==> src/rtl/abu_regs.svh <==
`ifndef ABU_REGS_SVH
`define ABU_REGS_SVH
// register word offsets (one 32-bit word each)
`define ABU_OFS_STATUS_CONTROL 4'h0
`define ABU_OFS_ADDR_HIGH 4'h1
`define ABU_OFS_ADDR_LOW 4'h2
`define ABU_OFS_AUXILIARY 4'h3
`define ABU_OFS_WAIT_EXIT 4'h4
`define ABU_OFS_FLAG_CLEAR 4'h5
`define ABU_OFS_IRQ_STATUS 4'h6
`define ABU_OFS_IRQ_MASK 4'h7
// field positions
`define ABU_BIT_ENABLE 7
`define ABU_BIT_ACTIVE 6
`define ABU_BIT_WDOG_OFF 0
`define ABU_BIT_WAIT_EXIT 1
`define ABU_BIT_FLAG_CLEAR 7
`define ABU_IRQ_BIT_MATCH 0
`define ABU_IRQ_BIT_SOFT 1
// vectors
`define ABU_VECTOR_NORMAL 16'hfffc
`define ABU_VECTOR_MONITOR 16'hfefc
// reset values
`define ABU_RST_BYTE 8'h00
`endif

==> src/rtl/abu_pkg.sv <==
package abu_pkg;
  // break sequencing states
  typedef enum logic [1:0] {
    ABU_IDLE = 2'b00,
    ABU_REQ = 2'b01,
    ABU_IN_BREAK = 2'b10
  } abu_state_t;
  // cpu bus view
  typedef struct packed {
    logic [15:0] addr;
    logic fetch;
    logic opcode;
    logic instr_start;
    logic rti_done;
    logic wait_mode;
    logic stop_mode;
    logic monitor;
  } abu_cpu_t;
  // all module state
  typedef struct packed {
    abu_state_t state;
    logic enable;
    logic active;
    logic [15:0] brk_addr;
    logic wdog_off;
    logic wait_exit;
    logic flag_clear;
    logic [1:0] irq_status;
    logic [1:0] irq_mask;
    logic pend_operand;
    logic armed;
    logic [15:0] last_addr;
    logic breakpoint_request;
    logic [15:0] vector;
    logic timer_stop;
    logic wdog_hold;
    logic clear_allow;
    logic irq;
    logic waitreq;
    logic [31:0] rdata;
  } abu_state_reg_t;
endpackage : abu_pkg

==> src/rtl/abu_address_breakpoint_unit.sv <==
// The address map and the Avalon-MM slave port were left to the implementer.
`timescale 1ns/1ps
`default_nettype none
`include "abu_regs.svh"
module abu_address_breakpoint_unit (
  // clock and reset
  input wire logic core_clk_in,
  input wire logic rst_n_in,
  // avalon-mm slave
  input wire logic [3:0] avs_address_in,
  input wire logic avs_read_in,
  input wire logic avs_write_in,
  input wire logic [31:0] avs_writedata_in,
  input wire logic [3:0] avs_byteenable_in,
  output logic [31:0] avs_readdata_out,
  output logic avs_waitrequest_out,
  // cpu and system integration unit
  input wire abu_pkg::abu_cpu_t cpu_in,
  output logic breakpoint_request_out,
  output logic [15:0] break_vector_out,
  output logic timer_stop_out,
  output logic watchdog_hold_out,
  output logic status_clear_allow_out,
  // interrupt
  output logic irq_out
);

  abu_pkg::abu_state_reg_t st_r;
  abu_pkg::abu_state_reg_t st_nxt;
  logic access;
  logic wr;
  logic hit;
  logic [31:0] rd;
  logic [1:0] ev;

  // ****************************************
  // register access and break sequencing
  // ****************************************

  // one wait state; a write lands at the edge that sees waitrequest low
  assign access = (avs_read_in | avs_write_in) & st_r.waitreq;
  assign wr = avs_write_in & ~st_r.waitreq & avs_byteenable_in[0];

  // address compare, fetch qualified, not in low power
  assign hit = st_r.enable & cpu_in.fetch & ~cpu_in.wait_mode
    & ~cpu_in.stop_mode & (cpu_in.addr == st_r.brk_addr)
    & ~(st_r.armed == 1'b0 && cpu_in.addr == st_r.last_addr);

  // read mux
  always_comb begin
    rd = 32'h0000_0000;
    case (avs_address_in)
      `ABU_OFS_STATUS_CONTROL: rd[7:0] = {st_r.enable, st_r.active, 6'h00};
      `ABU_OFS_ADDR_HIGH: rd[7:0] = st_r.brk_addr[15:8];
      `ABU_OFS_ADDR_LOW: rd[7:0] = st_r.brk_addr[7:0];
      `ABU_OFS_AUXILIARY: rd[`ABU_BIT_WDOG_OFF] = st_r.wdog_off;
      `ABU_OFS_WAIT_EXIT: rd[`ABU_BIT_WAIT_EXIT] = st_r.wait_exit;
      `ABU_OFS_FLAG_CLEAR: rd[`ABU_BIT_FLAG_CLEAR] = st_r.flag_clear;
      `ABU_OFS_IRQ_STATUS: rd[1:0] = st_r.irq_status;
      `ABU_OFS_IRQ_MASK: rd[1:0] = st_r.irq_mask;
      default: rd = 32'h0000_0000;
    endcase
  end

  // next state
  always_comb begin
    st_nxt = st_r;
    ev = 2'b00;
    st_nxt.waitreq = ~access;
    st_nxt.rdata = access ? rd : st_r.rdata;
    if (wr) begin
      case (avs_address_in)
        `ABU_OFS_STATUS_CONTROL: begin
          st_nxt.enable = avs_writedata_in[`ABU_BIT_ENABLE];
          if (avs_writedata_in[`ABU_BIT_ACTIVE]) begin
            st_nxt.active = 1'b1;
            ev[`ABU_IRQ_BIT_SOFT] = 1'b1;
            if (st_r.state == abu_pkg::ABU_IDLE)
              st_nxt.state = abu_pkg::ABU_REQ;
          end else begin
            st_nxt.active = 1'b0;
            st_nxt.armed = 1'b0;
          end
        end
        `ABU_OFS_ADDR_HIGH: begin
          st_nxt.brk_addr[15:8] = avs_writedata_in[7:0];
          st_nxt.armed = 1'b1;
        end
        `ABU_OFS_ADDR_LOW: begin
          st_nxt.brk_addr[7:0] = avs_writedata_in[7:0];
          st_nxt.armed = 1'b1;
        end
        `ABU_OFS_AUXILIARY:
          st_nxt.wdog_off = avs_writedata_in[`ABU_BIT_WDOG_OFF];
        `ABU_OFS_WAIT_EXIT:
          st_nxt.wait_exit = st_r.wait_exit & avs_writedata_in[1];
        `ABU_OFS_FLAG_CLEAR:
          st_nxt.flag_clear = avs_writedata_in[`ABU_BIT_FLAG_CLEAR];
        `ABU_OFS_IRQ_STATUS:
          st_nxt.irq_status = st_r.irq_status & ~avs_writedata_in[1:0];
        `ABU_OFS_IRQ_MASK: st_nxt.irq_mask = avs_writedata_in[1:0];
        default: ;
      endcase
    end
    case (st_r.state)
      abu_pkg::ABU_IDLE: begin
        if (hit) begin
          st_nxt.active = 1'b1;
          st_nxt.last_addr = cpu_in.addr;
          ev[`ABU_IRQ_BIT_MATCH] = 1'b1;
          if (cpu_in.opcode) st_nxt.state = abu_pkg::ABU_REQ;
          else st_nxt.pend_operand = 1'b1;
        end
        if (st_r.pend_operand && cpu_in.instr_start) begin
          st_nxt.pend_operand = 1'b0;
          st_nxt.state = abu_pkg::ABU_REQ;
        end
      end
      abu_pkg::ABU_REQ: begin
        // request stands until next instruction start or entry to wait mode
        if (cpu_in.instr_start || cpu_in.wait_mode) begin
          st_nxt.state = abu_pkg::ABU_IN_BREAK;
          st_nxt.wait_exit = cpu_in.wait_mode;
        end
      end
      abu_pkg::ABU_IN_BREAK: begin
        if (cpu_in.rti_done) st_nxt.state = abu_pkg::ABU_IDLE;
      end
      default: st_nxt.state = abu_pkg::ABU_IDLE;
    endcase
    if (hit) st_nxt.armed = 1'b1;
    // sticky events: set beats clear
    st_nxt.irq_status = st_nxt.irq_status | ev;
    st_nxt.breakpoint_request = (st_nxt.state == abu_pkg::ABU_REQ);
    st_nxt.vector = cpu_in.monitor ? `ABU_VECTOR_MONITOR
      : `ABU_VECTOR_NORMAL;
    st_nxt.timer_stop = (st_nxt.state == abu_pkg::ABU_IN_BREAK);
    st_nxt.wdog_hold = st_nxt.timer_stop & cpu_in.monitor
      & st_nxt.wdog_off;
    st_nxt.clear_allow = ~st_nxt.timer_stop | st_nxt.flag_clear;
    st_nxt.irq = |(st_nxt.irq_status & st_nxt.irq_mask);
  end

  // state register
  always_ff @(posedge core_clk_in or negedge rst_n_in) begin
    if (!rst_n_in) begin
      st_r <= '0;
      st_r.state <= abu_pkg::ABU_IDLE;
      st_r.waitreq <= 1'b1;
      st_r.clear_allow <= 1'b1;
      st_r.vector <= `ABU_VECTOR_NORMAL;
    end else begin
      st_r <= st_nxt;
    end
  end

  // outputs straight from flip-flops
  assign avs_readdata_out = st_r.rdata;
  assign avs_waitrequest_out = st_r.waitreq;
  assign breakpoint_request_out = st_r.breakpoint_request;
  assign break_vector_out = st_r.vector;
  assign timer_stop_out = st_r.timer_stop;
  assign watchdog_hold_out = st_r.wdog_hold;
  assign status_clear_allow_out = st_r.clear_allow;
  assign irq_out = st_r.irq;

endmodule : abu_address_breakpoint_unit
`default_nettype wire

==> config.mk <==
export PLATFORM = sky130hd
export DESIGN_NAME = abu_address_breakpoint_unit
export DESIGN_NICKNAME = d
export VERILOG_FILES = /design/src/rtl/abu_pkg.sv /design/src/rtl/abu_address_breakpoint_unit.sv
export VERILOG_INCLUDE_DIRS = /design/src /design/src/rtl
export SDC_FILE = /design/constraint.sdc
export NUM_CORES = 1
export LEC_CHECK = 0
export BUFFER_PORTS_ARGS = -buffer_cell sky130_fd_sc_hd__buf_2
export CELL_PAD_IN_SITES_DETAIL_PLACEMENT = 1
export CELL_PAD_IN_SITES_GLOBAL_PLACEMENT = 2
export CORE_UTILIZATION = 30
export CTS_CLUSTER_DIAMETER = 40
export DETAILED_ROUTE_END_ITERATION = 16
export PLACE_DENSITY_LB_ADDON = 0.08
export SKIP_LAST_GASP = 1
export SLEW_MARGIN = 40
export SYNTH_ARGS = -nofsm -noshare
export SYNTH_HDL_FRONTEND = slang
export SYNTH_SLANG_ARGS = --single-unit
==> constraint.sdc <==
create_clock -name core_clk_in -period 2.15 [get_ports core_clk_in]
set_input_delay 0.1075 -clock core_clk_in [delete_from_list [all_inputs] [get_ports core_clk_in]]
set_output_delay 0.1075 -clock core_clk_in [all_outputs]
set_load 0.1 [all_outputs]
* After elaboration in Yosys (flattened, before gate mapping) *
Index checks and enable logic that the tools add are counted.
W data, S select, Z words.

storage, ports and cells
  register bits = 69
  input bits = 67

cells by class
  bitwise gates (word level) = 24
  muxes and demuxes = 38
  reduce and logical (&&, ||, !) cells = 16
  equal/unequal tests = 15

operator list
  operator              count
  $eq A16 B16 Y1        2
  $mux W27              1
  $mux W1               18
  $mux W2               9
  $eq A4 B3 Y1 const B  4
  $mux W8               2
  $pmux W5 S3           1
  $and A1 B1 Y1         11
  $pmux W1 S5           2
  $mux W9               1
  $eq A4 B2 Y1 const B  2
  $reduce_and A2 Y1     4
  $not A1 Y1            7
  $pmux W2 S3           1
  $reduce_and A3 Y1     2
  $and A2 B2 Y2         2
  $eq A2 B1 Y1 const B  2
  $eq A2 B2 Y1 const B  2
  $eq A4 B1 Y1 const B  1
  $logic_not A4 Y1      1
  $mux W4               1
  $pmux W1 S4           1
  $reduce_bool A2 Y1    2
  $reduce_or A2 Y1      2
  other kinds (10)      12

* Depth between registers and ports, before layout *
Gate-level depths: netlist of run 1.

  depth after elaboration = 12
  depth in mapped cells = 6
  gate-level depth less buffers = 5

* Worst setup path before layout of run 1 *
OpenSTA, ideal clock, no wires.

  path type = register -> register
  start = register st_r, in the netlist avs_waitrequest_out
  end = register st_r, in the netlist irq_out
  setup time = 0.125 ns
  path buffers = 0
  stages on the path, launching flop included = 6
  setup slack = 0.158 ns
  clock period less this slack = 1.992 ns
  arrival = 1.867 ns
  cell sequence = dfstp_2 -> and4bb_2 -> nand4_1 -> mux2_2 -> a32oi_1 -> nand2_1

RTL lines
  element                 line                                RTL
  start, declared         abu_address_breakpoint_unit.sv:28   abu_pkg::abu_state_reg_t st_r;
  start signal, assigned  abu_address_breakpoint_unit.sv:153  st_r <= st_nxt;

* Final worst setup path of run 1 *
  start = register st_r[59] (netlist bit)
  end = register st_r[61] (netlist bit)

between the ends
  cells in the longest elaborated chain, start to end = 5

RTL lines
  element                             line                               RTL
  $eq A16 B16 Y1                      abu_address_breakpoint_unit.sv:47  & ~(st_r.armed == 1'b0 && cpu_in.addr == st_r.last_addr);
  $logic_and A1 B1 Y1                 abu_address_breakpoint_unit.sv:47
  $not A1 Y1                          abu_address_breakpoint_unit.sv:47
  $and A1 B1 Y1                       abu_address_breakpoint_unit.sv:47
  $reduce_and A2 Y1 (no source line)  -

No other way between the ends.
A chain may end at the register's enable or synchronous reset.

==> results of run 1 <==
routing by layer:
layer | vias to the layer above | track usage, %
li1 | 1069 | -
met1 | 1100 | 21.5
met2 | 62 | 23.0
met3 | 8 | 4.07
met4 | 0 | 5.58
met5 | - | 0
path summary, 6_finish.rpt:
kind | startpoint | endpoint | slack, ps
setup / recovery | st_r[59]$_DFFE_PN0P_ | st_r[61]$_DFFE_PN0P_ | 50
hold / removal | avs_address_in[3] | avs_readdata_out[1]$_DFFE_PN0P_ | 20
setup reg to reg | st_r[59]$_DFFE_PN0P_ | st_r[61]$_DFFE_PN0P_ | 50
hold reg to reg | avs_readdata_out[7]$_DFFE_PN0P_ | avs_readdata_out[7]$_DFFE_PN0P_ | 470
max in group asynchronous | rst_n_in | st_r[95]$_DFF_PN0_ | 1300
min in group asynchronous | rst_n_in | avs_readdata_out[2]$_DFFE_PN0P_ | 240
timing repair:
item	CTS	global route
hold buffers	4	0
endpoints found under the hold margin	20	0
endpoints found under the setup margin	0	16
gates resized for setup	0	3
buffers inserted	0	1
through the flow:
step	setup TNS, ps	instance area (µm²)	hold WS, ps	power, W	utilization, %
detailed placement	0	3560	91.9	0.00225	33.9
global placement	0	3560	92.5	0.00224	33.9
floorplan	0	3450	-188	0.00210	-
global route	-382	3880	4.17	0.00370	36.9
finish	0	3880	15.3	0.00354	36.9
CTS	0	3850	5.97	0.00359	36.6
sequential cells by signal, indices dropped and copies added (netlist names):
register	count
irq_out	1
avs_readdata_out	8
status_clear_allow_out	1
timer_stop_out	1
avs_waitrequest_out	1
watchdog_hold_out	1
breakpoint_request_out	1
st_r	45
break_vector_out	1
layout make-up:
type                       count  share of cell area (%)
sequential                    60                    38.8
tap                          136                    4.39
clock inverter                 4                    2.45
clock buffer                  12                    4.00
multi-input combinational    214                    39.7
timing repair buffer          66                    10.2
inverter                       4                   0.387
power breakdown:
group / switching [W] / total (W) / internal (W) / leakage, nW
combinational: 0.000685 / 0.000892 / 0.000207 / 0.965
sequential: 0.0000998 / 0.00134 / 0.00124 / 0.807
clock: 0.000477 / 0.00131 / 0.000833 / 0.127
total: 0.00126 / 0.00354 / 0.00228 / 1.90
kinds of logic after synthesis:
group | count (synthesis)
and+or+nand+nor | 66
DFF | 60
buffers and inverters | 60
muxes | 42
AOI/OAI and AO/OA | 35
xor gates and xnor gates | 32
other | 2
cell usage in the layout (no fill, tap or decap), types with 3 or more instances in the layout:
cell and instances:
sky130_fd_sc_hd__xor2_1 15, sky130_fd_sc_hd__o211ai_1 3, sky130_fd_sc_hd__and3_1 3, sky130_fd_sc_hd__dfrtp_1 57
sky130_fd_sc_hd__dlygate4sd3_1 4, sky130_fd_sc_hd__nand4_1 7, sky130_fd_sc_hd__a22o_1 9, sky130_fd_sc_hd__mux2_2 36
sky130_fd_sc_hd__bufinv_16 3, sky130_fd_sc_hd__dfstp_2 3, sky130_fd_sc_hd__nor2_1 6, sky130_fd_sc_hd__nor2b_1 3
sky130_fd_sc_hd__nand3_1 4, sky130_fd_sc_hd__nand2_1 20, sky130_fd_sc_hd__mux2i_1 4, sky130_fd_sc_hd__clkbuf_8 11
sky130_fd_sc_hd__inv_1 4, sky130_fd_sc_hd__buf_2 54, sky130_fd_sc_hd__conb_1 39, sky130_fd_sc_hd__xnor2_1 17
sky130_fd_sc_hd__buf_4 6, sky130_fd_sc_hd__nor3_1 5, sky130_fd_sc_hd__o21ai_0 10, sky130_fd_sc_hd__nand2b_1 4
sky130_fd_sc_hd__nor4_1 4
==> flow_results.org, run 1 <==
** Outcome
- The run finished with clean final reports.

** Drt
- After detailed routing, the number of vias per cell comes to 4.51.
- Antenna viol nets, final :: 0
- For this run, design rule violations remaining after detail routing come to 0.
- Top Layer Used :: met4
- Wire length after detailed routing :: 8.05 mm
- The detailed router put a total of slightly above 4 mm of wire on met1.
- Overall via count from detail_route :: 2239
- For this block, the initial DRC count from the detailed router was 35.
- Wire per inst :: approximately 16 µm
- Summed over all nets, wire length on met3 after detailed routing comes to 304 µm.
- The first detailed-routing pass ran for 5 iterations.
- Amount of wire on met2 after detailed routing :: 3.57 mm

** Run
- MaxCap Viol Count :: 0

** Setup path
- Dominant delay contributor by cell family on the critical path :: simple AND/OR/NAND/NOR gates
- Data required time of the worst path :: 2380 ps
- For this design, the slowest cell found on the critical path is sky130_fd_sc_hd__dfrtp_1.
- Depth of the worst register-to-register path :: 6
- In this run the number of cells on the critical path is 6.
- STA classifies the critical path startpoint as a register.
- Cell Chain, Critical Path :: xor2_1 -> nor4_1 -> nand4_1 -> o2111ai_2 -> buf_12 -> mux2_2
- Counting both buffers and inverters, the worst setup path holds a total of 1.
- For the worst setup path, the data arrival time is 2330 ps.
- In this run the worst path has a maximum fanout of 18.
- The worst setup path is of the register to register kind.
- Largest stage delay on the critical path :: 390 ps
- Endpoint class of the critical path :: register

** STA
- Slew at the pin closest to its max-slew limit :: 537 ps
- The final count of pins violating max slew came to 0.
- Setup repair after global routing could not meet its margin everywhere.
- Headroom to the max-slew limit came out at 63.9%.
- Max Clock Skew :: around 7.8 ps
- Setup violations remaining at the end of the flow were counted as 0.
- In the post-route analysis, the smallest setup slack over all paths is 52.4 ps.
- Post-route minimum period :: roughly 2100 ps
- Final clock period utilization by the worst path :: 97.6%
- Fmax :: 0.477 GHz
- Hold Violations, Final :: 0

** Floorplan
- X dimension of the die :: around 110 µm
- Overall die area :: 11500 µm²
- Starting Density :: 31.5%
- The floorplan has 37 rows.
- Number of top-level pins :: 121
- In this run the vertical extent of the chip is 107 µm.
- Core Area :: 10500 µm²

** Synthesis
- Largest cells by area after synthesis :: sky130_fd_sc_hd__dfrtp_1 43%, sky130_fd_sc_hd__mux2_2 12%, sky130_fd_sc_hd__buf_4 11%
- Dominant register cell in the synthesized netlist :: sky130_fd_sc_hd__dfrtp_1
- Post-synth top cells :: 57 x sky130_fd_sc_hd__dfrtp_1, 48 x sky130_fd_sc_hd__buf_4, 36 x sky130_fd_sc_hd__mux2_2
- Each instance of the synthesized netlist takes up on average ~11 µm².
- Counting flops with an async set or reset pin after synthesis yields a share of 100%.
- Number of enable-type register cells in the synthesized netlist :: 0
- Fraction of the mapped netlist area in compound gates :: 7.90%
- Post-synthesis sequential element count :: 60
- After synthesis, the largest area contributor takes up 43.1% of total cell area.
- Sequential cells were found to cover 45.5% of the synthesized design area.
- Counting distinct cell types in the post-synthesis netlist gives 42.
- Combinational family with the most area after synthesis :: multiplexers
- Synth Area in Adders :: 0%
- Of the total synthesized cell area, the portion taken by AND, OR, NAND and NOR gates is around a tenth.
- For this run, the number of Yosys warnings is 0.
- Share of synthesized area spent on multiplexers :: 14.6%
- The biggest area contributor in the post-synthesis netlist is sky130_fd_sc_hd__dfrtp_1.
- Synthesized area :: ~3300 µm²
- Most numerous cell in the Yosys netlist :: sky130_fd_sc_hd__dfrtp_1
- Cells after synthesis :: 297
- Of the total synthesized cell area, the portion taken by XOR and XNOR cells is 8.47%.

** Layout
- Final #Nets :: 422
- Fill cell total of the finished layout :: 1183
- Fraction of final layout cells sized beyond drive strength 1 :: approximately a third
- Layout overhead on the synthesized area :: 17.1%
- Summing all flip-flop and latch instances after layout gives roughly 1500 µm².
- After the flow finishes, the layout carries non-filler instances totaling around 500.
- Multi-input gate area :: roughly 1500 µm²
- Diodes inserted :: 0

** Clock tree
- Clock latency on the worst-skew pair :: ~350 ps
- Clk slew on worst S/H paths :: about 70 ps
- The clock drives 60 sinks.
- The tree is rooted in a sky130_fd_sc_hd__clkbuf_8.
- CTS H-Tree Depth :: 3
- TritonCTS built the clock tree.
- The longest clock path from root to sink contains 2 buffers.
- CTS Buf Count :: 9

** Power and ir drop
- P_leak :: 1.90 nW
- Power per cell area :: 913 nW/µm²
- Across the VDD grid, the largest voltage drop is 0.325 mV.

** Place
- Post-detailed-placement half-perimeter wirelength :: between 6 and 7 mm
- In this run the tool buffered the top-level ports with 54 buffer cells.
- Routability-driven placement congestion ratio :: 0.692
- Worst slack, placed :: 48.7 ps
- Number of cells in the design after placement :: approximately 480

** Global routing
- The first global-routing pass estimated 12.8 mm of wire.
- Entering global routing, the biggest net connects 43 pins.
- Remaining global-route overflow :: 0
- The initial antenna violation count is 0.
- Vias in the first global route :: 2243
- Overall fraction of global-route tracks in use :: 15.5%

** Worst hold path
- Worst min-delay path category :: input pin to register
- Min-Delay Path Depth :: 2
Power figures use the tool's default switching activity.
==> inputs of run 2 (changes only) <==
PLACE_DENSITY_LB_ADDON = 0.1   (was 0.08)
==> run 2 against run 1 <==
  * Critical path depth unchanged
  * Sequential cell count unchanged
  * Utilization is 0.43 points lower
  * Register-to-register slack better by 60 ps
  * Global-route usage decreased by 0.35 points
  * First-iteration DRC count increased by 60%
  * Wire length shrank 0.32%
  * Combinational power about the same
  * Clock skew up 3.7 ps
  * Non-clock buffer count down 1
  * Total power is 4.6% lower
  * Critical endpoint is now st_r[59]$_DFFE_PN0P_
  * Largest cell class unchanged
==> flow_results.org, run 2 (same netlist as run 1, synthesis figures left out) <==
** Outcome
- The flow ran to the end, and the final reports show no timing, DRC or antenna violations.

** Setup path
- Traced cell by cell, the critical path runs through xor2_1 -> nor4_2 -> nand4_1 -> o2111ai_2 -> buf_12 -> mux2_2.
- Peak fanout along the critical path :: 18
- At the worst endpoint, the required time is 2360 ps.
- Number of buffer and inverter instances along the worst setup path :: 1
- Nature of the critical path startpoint :: register
- For this design, the slowest cell found on the critical path is sky130_fd_sc_hd__dfrtp_1.
- The cell family contributing the most delay on the critical path is simple AND/OR/NAND/NOR gates.
- The worst setup path is of the register to register kind.
- Critical path data arrival time :: 2250 ps
- For this run, the slowest stage of the critical path takes just under 400 ps.
- Endpoint class of the critical path :: register

** Drt
- In this run, the number of DRC markers left after iteration 0 of detailed routing was between 50 and 60.
- Wire length after detailed routing :: 8.02 mm
- Dividing the detail-routed via count by the number of cells gives between 4 and 5.
- The routed layout has between 2000 and 2500 vias.
- Dividing the detail-routed wire length by the instance count gives 16.2 µm.
- DRC violation count after routing :: 0
- The count of nets left with antenna violations once routing finished came out at 0.
- Before antenna repair, the detailed router went through 4 iterations.

** Floorplan
- Overall die area :: 11500 µm²
- The die is 107 µm tall.
- The total area inside the core boundary comes to roughly 11000 µm².
- For this configuration, the core starts out at a cell density of 31.5%.
- 121 I/O pins were placed.
- X dimension of the die :: about 110 µm
- The floorplan has 37 rows.

** Power and ir drop
- Sequential fraction of design power :: 39.6%
- Dividing total power by cell area gives a power density of 881 nW/µm².
- Comb pwr share :: 26.4%
- IR Drop Worst-Case VDD :: roughly 0.3 mV
- For this design the total switching power over the nets is 0.00128 W.
- Net switching is between 30 and 40% of the power.
- After layout, the design draws a total of 0.00338 W.
- The clock network burns 34.0% of the power.
- Internal power comes to 0.00210 W.
- The analysis attributes to cell leakage a power of 1.88 nW.

** Layout
- Of the cells placed in the final design, the portion with a size suffix greater than 1 is 35.4%.
- The finished layout holds 495 standard cells, fillers aside.
- Final #Nets :: 421
- Final core utilization :: a little over a third
- Multi-input gate area :: 1540 µm²
- Register bank with the most flops :: st_r
- After filler insertion, the fill cell instance count of the layout stands at 1191.
- From synthesis to final layout, the design area changed by 15.7%.
- After routing the design area is 3830 µm².
- The repair_antennas step left the layout with diodes totalling 0.
- Registers take 1510 µm².
- Largest register FFs :: 45
- The library cell used most frequently in the layout, excluding fill and tap cells, is sky130_fd_sc_hd__dfrtp_1.
- Commonest non-fill, non-tap cells in the layout :: 57 x sky130_fd_sc_hd__dfrtp_1, 54 x sky130_fd_sc_hd__buf_2, 39 x sky130_fd_sc_hd__conb_1

** Clock tree
- The longest clock path from root to sink contains 2 buffers.
- Number of clock sinks :: 60
- Clock latency on the worst-skew pair :: roughly 340 ps
- Clk slew on worst S/H paths :: 80 ps
- TritonCTS clock tree :: built
- The clock tree synthesis step divided the H-tree into 3 levels.
- Buffer type at the clock tree root :: sky130_fd_sc_hd__clkbuf_8
- CTS Buf Count :: 9

** STA
- The number of endpoints with negative hold slack in the final report came to 0.
- In this run the tightest slew margin relative to its limit is 64.5%.
- The clock period could shrink to 2040 ps.
- Max Clock Skew :: 11.5 ps
- Setup violations remaining at the end of the flow were counted as 0.
- Number of slew-limit violations in the final report :: 0
- Hold is met by approximately 14 ps.
- Final clock period utilization by the worst path :: 94.7%
- For this run, the top clock speed supported by timing is between 0.4 and 0.5 GHz.
- Slew at the pin closest to its max-slew limit :: 526 ps
- Setup repair after global routing missed its margin :: true

** Global routing
- Entering global routing, the biggest net connects between 60 and 70 pins.
- For this run, the total global-route usage over all layers was measured as about 15%.
- The via count of the first global-routing pass is 2289.
- Antenna violations before repair :: 0
- After global routing the overflow that remains totals 0.
- Wire length of the first global-routing pass :: 12.8 mm

** Place
- Post-detailed-placement half-perimeter wirelength :: 6.15 mm
- Summing all placed instances gives a cell area of between 3000 and 4000 µm².
- After detailed placement, the design holds a cell count of 476.
- Count of buffers inserted at the top-level ports :: 54
- The congestion estimate from routability-driven global placement came to 0.718.

** Worst hold path
- The min-delay analysis places its worst path in the category input pin to register.

** Run
- Across the run, the number of max-cap violations was 0.
==> run 2: cell count changes in the layout (fill, tap and decap cells not counted), sizes merged <==
cell | previous run | this run
bufinv | 3 | 2
dlygate4sd3 | 4 | 2
inv | 4 | 5
buf | 62 | 63
clkbuf | 12 | 9
clkinvlp | 0 | 1
clkinv | 1 | 3
==> run 2: path summary, 6_finish.rpt <==
kind	start	endpoint	slack (ps)	cells after the start
max	st_r[55]$_DFFE_PN0P_	st_r[59]$_DFFE_PN0P_	110	6
min	avs_writedata_in[2]	st_r[89]$_DFFE_PN0P_	10	2
max reg2reg	st_r[55]$_DFFE_PN0P_	st_r[59]$_DFFE_PN0P_	110	6
min reg2reg	avs_readdata_out[7]$_DFFE_PN0P_	avs_readdata_out[7]$_DFFE_PN0P_	480	2
max in group asynchronous	rst_n_in	break_vector_out[8]$_DFF_PN1_	1530	3
min in group asynchronous	rst_n_in	avs_readdata_out[2]$_DFFE_PN0P_	300	3
==> run 2: stage by stage <==
stage,worst slack [ps],setup TNS (ps)
4_1_cts,56.1,0
3_3_place_gp,94.2,0
3_5_place_dp,65.7,0
6_report,113,0
2_1_floorplan,158,0
5_1_grt,-15.3,-35.7
==> run 2: layout make-up <==
class	count	area share (%)
tap	136	4.44
clock inverter	7	2.58
clock buffer	9	3.23
sequential	60	39.3
timing repair buffer	65	9.99
inverter	4	0.392
multi-input combinational	214	40.1
==> run 2: timing repair <==
| item | in CTS | in global routing |
|---|---|---|
| hold buffers | 2 | 0 |
| buffers inserted | 0 | 1 |
| resized for setup | 0 | 2 |
| setup endpoints to repair | 0 | 10 |
| hold endpoints to repair | 58 | 0 |
==> run 2: routing by layer <==
metal / up-vias / share of wire [%] / global-route usage (%)
li1: 1069 / - / -
met1: 1118 / 49 / 21.3
met2: 58 / 47 / 23.9
met3: 4 / 3.8 / 3.71
met4: 0 / 0.59 / 2.35
met5: - / 0 / 0
==> run 2: power by group through the flow <==
stage               Sequential [W]  Combinational, W  Clock, W
floorplan                  0.00143          0.000674         0
global placement           0.00136          0.000888         0
detailed placement         0.00136          0.000894         0
CTS                        0.00134          0.000898   0.00119
global route               0.00135          0.000951   0.00123
finish                     0.00134          0.000891   0.00115
==> run 2: worst reg2reg max path: stages (launching register included) <==
cell and delay [ps]:
sky130_fd_sc_hd__dfrtp_1 390, sky130_fd_sc_hd__xor2_1 160, sky130_fd_sc_hd__nor4_2 300, sky130_fd_sc_hd__nand4_1 200
sky130_fd_sc_hd__o2111ai_2 310, sky130_fd_sc_hd__buf_12 200, sky130_fd_sc_hd__mux2_2 360
